## src/pkg/nvac_cfg.svh

```systemverilog
// Constants of the data EEPROM access controller: offsets, bit positions, keys, timing.
// Assumes inclusion by bare name from the package file; the design module uses its macros without including it.
// Behaviour
// - An 8-bit address picks one of 256 bytes, 00h to FFh.
// - Control bit 7 clear selects data EEPROM, set selects program memory.
// - Control bit 6 set targets configuration registers; clear defers to bit 7.
// - Write enable, control bit 2, clears at power-up; only software changes it.
// - Abort flag, bit 3, sets at write start, clears on timed completion.
// - Software may set write-start, bit 1, but only hardware clears it.
// - Write completion clears write-start and sets a sticky done flag.
// - Read-start, bit 0, is ignored while program memory is selected.
// - A started read puts the byte in the data register next cycle.
// - The data register keeps a read byte until another read or write.
// - The unlock key location stores nothing and always reads zero.
// - Write starts only after 55h then AAh to the key, then write-start.
// - Write-start cannot be set unless write enable is already set.
// - Setting write enable and write-start together does not start a write.
// - During a write, control, address and data registers are frozen.
// - Each byte write erases the location, then programs it, timed internally.
// - A write error still loads both space select bits from the written byte.
// - With protection on, external reads and writes are refused.
`ifndef NVAC_CFG_SVH
`define NVAC_CFG_SVH
`define NVAC_OFF_CONTROL 3'h0
`define NVAC_OFF_KEY 3'h1
`define NVAC_OFF_ADDRESS 3'h2
`define NVAC_OFF_DATA 3'h3
`define NVAC_OFF_DONE 3'h4
`define NVAC_KEY_FIRST 8'h55
`define NVAC_KEY_SECOND 8'hAA
`define NVAC_CLK_PERIOD_NS 32'd10
`define NVAC_WRITE_TIME_NS 32'd4000000
`define NVAC_BIT_MSS 7
`define NVAC_BIT_CSS 6
`define NVAC_BIT_ABORT 3
`define NVAC_BIT_WRITE_UNLOCK_ENABLE 2
`define NVAC_BIT_WR 1
`define NVAC_BIT_RD 0
`define NVAC_BIT_DONE 0
`endif

```

## src/pkg/nvac_pkg.sv

```systemverilog
// Types shared by the data EEPROM access controller.
// Assumes nvac_cfg.svh is on the include path.
`include "nvac_cfg.svh"
package nvac_pkg;
  // Register bus request carried as one bundle.
  typedef struct packed {
    logic [2:0] addr;
    logic [7:0] wdata;
    logic wr;
    logic rd;
  } nvac_bus_t;

  // Writable control bits as kept in flip-flops.
  typedef struct packed {
    logic mss;
    logic css;
    logic abort;
    logic write_unlock_enable;
    logic wr;
  } nvac_ctrl_t;

  // Write sequencer states, one-hot.
  typedef enum logic [2:0] {
    NVAC_IDLE = 3'b001,
    NVAC_ERASE = 3'b010,
    NVAC_PROG = 3'b100
  } nvac_state_t;

  // Unlock tracker states, one-hot.
  typedef enum logic [2:0] {
    NVAC_LOCKED = 3'b001,
    NVAC_KEY1 = 3'b010,
    NVAC_KEY2 = 3'b100
  } nvac_key_t;
endpackage : nvac_pkg

```

## src/verilog/nvac_ctrl.sv

```systemverilog
// Data EEPROM access controller: registers, unlock tracker, self-timed writer, array.
// Assumes one 100 MHz clock, a register master on the same clock and a same-clock
// protection level and external-access qualifier.
//
// The register addresses and the strobed register port were chosen for this implementation.
`timescale 1ns/1ns
module nvac_ctrl
  import nvac_pkg::*;
#(
  parameter int DEPTH = 256,
  parameter int WRITE_CYCLES = `NVAC_WRITE_TIME_NS / `NVAC_CLK_PERIOD_NS
) (
  input wire logic mclk,
  input wire logic resetn,
  input wire nvac_bus_t bus,
  input wire logic ext_access,
  input wire logic code_protect,
  output logic [7:0] rdata_ff,
  output logic write_busy,
  output logic done_flag
);

  // ----------------------------------------------------------------
  // Decode
  // ----------------------------------------------------------------

  // Register hit for one strobe at one offset.
  function automatic logic hit(input logic strobe, input logic [2:0] a,
                               input logic [2:0] off);
    hit = strobe && (a == off);
  endfunction : hit

  nvac_ctrl_t ctrl_ff;
  nvac_state_t state_ff;
  nvac_key_t key_ff;
  logic [7:0] addr_ff;
  logic [7:0] data_ff;
  logic done_ff;
  logic [31:0] timer_ff;
  logic [7:0] mem [0:DEPTH-1];
  logic busy;
  logic refused;
  logic wr_ctrl;
  logic wr_key;
  logic to_eeprom;
  logic start;
  logic rd_start;
  logic phase_end;
  logic finish;

  // Protected array: external masters get neither reads nor writes.
  assign refused = ext_access && code_protect;
  assign busy = (state_ff != NVAC_IDLE);
  assign wr_ctrl = hit(bus.wr, bus.addr, `NVAC_OFF_CONTROL) && !busy;
  assign wr_key = hit(bus.wr, bus.addr, `NVAC_OFF_KEY);
  // Only the data array with configuration space off is served.
  assign to_eeprom = !bus.wdata[`NVAC_BIT_MSS] && !bus.wdata[`NVAC_BIT_CSS];
  // The enable must already be set, and the key pair must just precede.
  assign start = wr_ctrl && bus.wdata[`NVAC_BIT_WR] && ctrl_ff.write_unlock_enable
                 && (key_ff == NVAC_KEY2) && to_eeprom && !refused;
  // Read-start never latches: the byte is fetched on the strobe edge.
  assign rd_start = wr_ctrl && bus.wdata[`NVAC_BIT_RD] && to_eeprom && !refused;
  assign phase_end = (timer_ff == 32'(WRITE_CYCLES / 2 - 1));
  assign finish = (state_ff == NVAC_PROG) && phase_end;
  assign write_busy = busy;
  assign done_flag = done_ff;

  // ----------------------------------------------------------------
  // Unlock tracker
  // ----------------------------------------------------------------

  // Any bus write that breaks the exact 55h, AAh, start order relocks, except a 55h key write, which restarts the tracker at its first key.
  always_ff @(posedge mclk or negedge resetn) begin
    if (!resetn) begin
      key_ff <= NVAC_LOCKED;
    end else if (bus.wr) begin
      if (wr_key && bus.wdata == `NVAC_KEY_FIRST) begin
        key_ff <= NVAC_KEY1;
      end else if (wr_key && bus.wdata == `NVAC_KEY_SECOND && key_ff == NVAC_KEY1) begin
        key_ff <= NVAC_KEY2;
      end else begin
        key_ff <= NVAC_LOCKED;
      end
    end
  end

  // ----------------------------------------------------------------
  // Control register
  // ----------------------------------------------------------------

  // Software owns the enable and selects; hardware owns start and abort.
  always_ff @(posedge mclk or negedge resetn) begin
    if (!resetn) begin
      ctrl_ff <= '0;
    end else if (finish) begin
      ctrl_ff.wr <= 1'b0;
      ctrl_ff.abort <= 1'b0;
    end else if (wr_ctrl) begin
      ctrl_ff.mss <= bus.wdata[`NVAC_BIT_MSS];
      ctrl_ff.css <= bus.wdata[`NVAC_BIT_CSS];
      ctrl_ff.write_unlock_enable <= bus.wdata[`NVAC_BIT_WRITE_UNLOCK_ENABLE];
      if (start) begin
        ctrl_ff.wr <= 1'b1;
        ctrl_ff.abort <= 1'b1;
      end else if (bus.wdata[`NVAC_BIT_WR]) begin
        // An improper start attempt is recorded; selects stay for tracing.
        ctrl_ff.abort <= 1'b1;
      end
    end
  end

  // ----------------------------------------------------------------
  // Address and data registers
  // ----------------------------------------------------------------

  // Address is frozen while a write runs.
  always_ff @(posedge mclk or negedge resetn) begin
    if (!resetn) begin
      addr_ff <= 8'h00;
    end else if (hit(bus.wr, bus.addr, `NVAC_OFF_ADDRESS) && !busy) begin
      addr_ff <= bus.wdata;
    end
  end

  // Data holds the last fetched byte until the next read or software write.
  always_ff @(posedge mclk or negedge resetn) begin
    if (!resetn) begin
      data_ff <= 8'h00;
    end else if (rd_start) begin
      data_ff <= mem[addr_ff];
    end else if (hit(bus.wr, bus.addr, `NVAC_OFF_DATA) && !busy) begin
      data_ff <= bus.wdata;
    end
  end

  // ----------------------------------------------------------------
  // Self-timed writer
  // ----------------------------------------------------------------

  // Erase half, then program half; the timer restarts between phases.
  always_ff @(posedge mclk or negedge resetn) begin
    if (!resetn) begin
      state_ff <= NVAC_IDLE;
      timer_ff <= 32'h0;
    end else begin
      case (state_ff)
        NVAC_IDLE: begin
          timer_ff <= 32'h0;
          if (start) begin
            state_ff <= NVAC_ERASE;
          end
        end
        NVAC_ERASE: begin
          timer_ff <= phase_end ? 32'h0 : timer_ff + 32'h1;
          if (phase_end) begin
            state_ff <= NVAC_PROG;
          end
        end
        NVAC_PROG: begin
          timer_ff <= phase_end ? 32'h0 : timer_ff + 32'h1;
          if (phase_end) begin
            state_ff <= NVAC_IDLE;
          end
        end
        default: begin
          state_ff <= NVAC_IDLE;
          timer_ff <= 32'h0;
        end
      endcase
    end
  end

  // The array has no reset; erase leaves all ones, programming the new byte.
  always_ff @(posedge mclk) begin
    if (state_ff == NVAC_ERASE && phase_end) begin
      mem[addr_ff] <= 8'hFF;
    end else if (finish) begin
      mem[addr_ff] <= data_ff;
    end
  end

  // ----------------------------------------------------------------
  // Done flag
  // ----------------------------------------------------------------

  // Sticky; software writes zero to clear, but a completion in the same
  // cycle wins so that no event is lost.
  always_ff @(posedge mclk or negedge resetn) begin
    if (!resetn) begin
      done_ff <= 1'b0;
    end else if (finish) begin
      done_ff <= 1'b1;
    end else if (hit(bus.wr, bus.addr, `NVAC_OFF_DONE) && !bus.wdata[`NVAC_BIT_DONE]) begin
      done_ff <= 1'b0;
    end
  end

  // ----------------------------------------------------------------
  // Read port
  // ----------------------------------------------------------------

  // Read data stand only in the cycle after the strobe.
  always_ff @(posedge mclk or negedge resetn) begin
    if (!resetn) begin
      rdata_ff <= 8'h00;
    end else if (bus.rd) begin
      case (bus.addr)
        `NVAC_OFF_CONTROL: rdata_ff <= {ctrl_ff.mss, ctrl_ff.css, 2'b00, ctrl_ff.abort,
                                        ctrl_ff.write_unlock_enable, ctrl_ff.wr, 1'b0};
        `NVAC_OFF_ADDRESS: rdata_ff <= addr_ff;
        `NVAC_OFF_DATA: rdata_ff <= data_ff;
        `NVAC_OFF_DONE: rdata_ff <= {7'h00, done_ff};
        default: rdata_ff <= 8'h00;
      endcase
    end else begin
      rdata_ff <= 8'h00;
    end
  end
endmodule : nvac_ctrl

```

## config.mk

```make
export PLATFORM = sky130hd
export DESIGN_NAME = nvac_ctrl
export DESIGN_NICKNAME = d
export VERILOG_FILES = /design/src/pkg/nvac_pkg.sv /design/src/verilog/nvac_ctrl.sv
export VERILOG_INCLUDE_DIRS = /design/src /design/src/pkg
export SDC_FILE = /design/constraint.sdc
export NUM_CORES = 2
export LEC_CHECK = 0
export BUFFER_PORTS_ARGS = -buffer_cell sky130_fd_sc_hd__buf_2
export CAP_MARGIN = 20
export CORE_MARGIN = 2
export CORE_UTILIZATION = 40
export DETAILED_ROUTE_END_ITERATION = 10
export HOLD_SLACK_MARGIN = 0.02
export PLACE_DENSITY = 0.56
export SLEW_MARGIN = 10
export SYNTH_ARGS = -nofsm -noshare
export SYNTH_HDL_FRONTEND = slang
export SYNTH_SLANG_ARGS = --single-unit
```

## constraint.sdc

```tcl
create_clock -name mclk -period 10 [get_ports mclk]
set_clock_uncertainty 0.15 [all_clocks]
set_input_delay 3 -clock mclk [delete_from_list [all_inputs] [get_ports mclk]]
set_output_delay 3 -clock mclk [all_outputs]
set_load 0.005 [all_outputs]
```

==> summary.txt <==
Synthesis
  • Post-Syn Nets: 3924
  • Register bit total from synthesis: 2116
  • Post-synth cell types: 66
  • Syn_area_per_cell: 21.19 µm²
  • Mapped Cells: 3906
  • Synth Cell Area: 0.08277 mm²
  • EDFF count, synth: 2048
  • Top FF cell, synth: edfxtp_1
  • Sequential area share after synthesis: 76.36%
  • Yosys warns: 0
  • Synth async-reset ratio: 3.214%

Floorplanning
  • DIE AREA: 0.2106 mm²
  • Core ar.: 0.2052 mm²
  • Initial Util: 40.33%
  • Num rows: 166
  • Io pins: 27
  • Die height: 458.9 µm
  • Die X: 458.9 µm

Timing
  • RSZ-0062 raised after global routing: false
  • Worst Slack Setup Final: 4712 ps
  • Slew margin rel.: 20.29%
  • Fin crit period: 5288 ps
  • # setup viols final: 0
  • Slew @ Worst Pin: 1191 ps
  • Max Fclk: 0.1891 GHz
  • Final period utilization: 52.88%
  • Final Max Tran Viols: 0
  • Final hold vios: 0
  • Aggregate negative setup slack: 0 ps

GRT
  • Vias in the first global route: 40220
  • Total grt overflow: 0
  • GRT Total Usage: 20.68%
  • Initial antenna violation count: 16
  • Largest net degree at the start of global routing: 113
  • First-pass GRT wire length: 310800 µm

Setup path
  • Setup crit start kind: flip-flop
  • CP Class: flip-flop to output port
  • Reg-to-Reg Start: addr_ff[0]
  • Flop2flop setup slack: 4920 ps
  • Worst r2r dst: data_ff[3]
  • R2r worst-path depth: 9
  • Worst setup EP type: output port
  • Worst Path Arrival: 2140 ps
  • CP required: 6850 ps
  • CP max FO: 6

Flow run
  • Max-Cap Viols: 0

Placement
  • Port-buffer cells: 26
  • Routability Congestion: 0.9169
  • Post-DP Area: 0.08601 mm²
  • HPWL after DPL: 131000 µm
  • Pre-CTS worst setup slack: 4255 ps

Detailed routing
  • Routed wire length: 217600 µm
  • Vias per cell: 5.830
  • Final ANT Viol Nets: 0
  • Drt wl/cell: 31.59 µm
  • Via Count: 40154
  • Total DRC errors in the routed layout: 0
  • First-pass DRT Iterations: 6
  • DR iter-0 viols: 4112

Final layout
  • Final #Nets: 4027
  • Post-Route Utilization: 45.42%
  • Layout cell share with drive strength beyond 1: 24.61%
  • Layout area overhead: 12.62%
  • Post-route cell area: 0.09321 mm²

Worst hold path
  • Min-delay worst type: flip-flop to flip-flop
  • Hold depth: 1
  • Hold Startpoint: timer_ff[0]
  • Worst hold endpoint: timer_ff[0]

Clock network
  • CTS buffer count: 215
  • Clk_lat worst skew: 860 ps
  • Setup Buffers After CTS: 0
  • H-tree depth: 4
  • # hold bufs at CTS: 0
  • Clock sink count: 2116
  • Clk buf depth: 3
  • Clk slew on worst S/H paths: 60 ps
  • CTS tree: done
  • Clock root cell: clkbuf_16
  • Post-CTS Resized: 0

Pwr
  • Pwr/cell area: 207.2 mW/mm²
  • Overall power: 19.31 mW
  • Leakage: 34.35 nW
  • Worst VDD drop: 0.1448 mV

Status
  • Status: complete, no violations
[worst max-delay path: stages, from the launching register on]
cell     delay, ps
dfstp_2        580
or3b_1         470
buf_2          230
[per-stage QoR]
stage / hold WS [ps] / instances
floorplan: 298.4 / 3906
global placement: 320.2 / 6476
detailed placement: 330.9 / 6476
CTS: 333.4 / 6877
global route: 352.2 / 6888
finish: 332.7 / 6888
[state kept, by name, indices dropped and copies added (netlist names)]
name / flops
addr_ff: 8
data_ff: 8
done_flag: 1
key_ff: 3
ctrl_ff: 5
state_ff: 3
rdata_ff: 8
timer_ff: 32
mem: 2048
[cells in the mapped netlist (6+ instances only)]
library cell	count	area (µm²)
edfxtp_1	2048	61500
mux4_2	558	12570
nor2_1	337	1265
mux2i_1	127	1271
nand2_1	105	394.1
buf_2	90	450.4
clkbuf_1	85	319.1
dfrtp_1	66	1652
nand3_1	52	260.3
buf_4	31	232.7
a22oi_1	30	225.2
nor2b_1	29	181.4
nor3_1	29	145.1
nand2b_1	24	150.1
a21oi_1	23	115.1
xor2_1	23	201.4
o21ai_0	19	95.09
o22ai_1	17	106.4
buf_1	16	60.06
nand4_1	16	100.1
inv_1	15	56.30
a32oi_1	14	122.6
mux2_2	11	123.9
nor4_1	11	68.82
a31oi_1	10	62.56
a211oi_1	9	67.56
xnor2_1	8	70.07
a2111oi_0	7	61.31
and3_1	6	37.54
[cell type report]
type	instances	area, µm²
multi-input combinational	1545	18510
timing repair buffer	114	953.4
fill	17164	112000
inverter	17	65.06
clock buffer	255	5573
clock inverter	146	1510
tap	2688	3363
sequential	2116	63220
antenna	7	17.52
[kinds of logic (layout without fill, tap and decap cells)]
kind of cell / count (synthesis) / after routing / share of synthesized area [%]
buffers and inverters: 245 / 532 / 1.447
xor gates and xnor gates: 31 / 31 / 0.3280
DFF: 2116 / 2116 / 76.36
other: 0 / 7 / 0
and+or+nand+nor: 652 / 652 / 3.553
AOI/OAI and AO/OA: 165 / 165 / 1.424
muxes: 696 / 696 / 16.87
adders and majority gates: 1 / 1 / 0.01511
[how the worst max path moves through the flow]
| stage | start | end | slack (ps) |
|---|---|---|---|
| after floorplan | timer_ff[0] | mem[0][6] | 4540 |
| after detailed placement | bus[10] | data_ff[7] | 4250 |
| final | state_ff[0] | write_busy | 4710 |
| after global placement | bus[10] | data_ff[7] | 4200 |
| after global routing | addr_ff[0] | data_ff[3] | 4600 |
| after CTS | state_ff[0] | write_busy | 4650 |
[power breakdown]
group	internal [mW]	leakage (nW)	switching [mW]
logic	0.555	5.74	1.04
registers	9.59	25.2	0.0715
clock network	4.61	3.44	3.45
total	14.8	34.4	4.56
[per-layer routing]
layer / vias up / wire (µm) / global-route usage (%)
met1: 21965 / 90870 / 28.85
met4: 0 / 8323 / 8.087
met5: - / 0 / 0
met3: 341 / 13710 / 3.370
li1: 16411 / - / -
met2: 1437 / 104700 / 32.74
[cell usage in the layout (no fill, tap or decap), types with 9 or more instances in the layout]
cell / count
bufinv_16: 24
clkinv_1: 66
nor2_1: 335
a211oi_1: 9
mux4_2: 558
clkinv_2: 38
a22oi_1: 30
dfrtp_1: 60
a21oi_1: 23
o22ai_1: 17
nor2b_1: 28
nor3_1: 29
nor4_1: 10
mux2_2: 11
a31oi_1: 10
nand2_2: 12
xor2_1: 23
mux2i_1: 127
clkbuf_1: 38
a32oi_1: 14
nand4_1: 16
inv_1: 15
clkbuf_16: 217
buf_2: 25
edfxtp_1: 2048
buf_4: 78
nand3_1: 48
nand2_1: 93
o21ai_0: 19
nand2b_1: 16
Note: power is estimated with default switching activity, not from simulation.
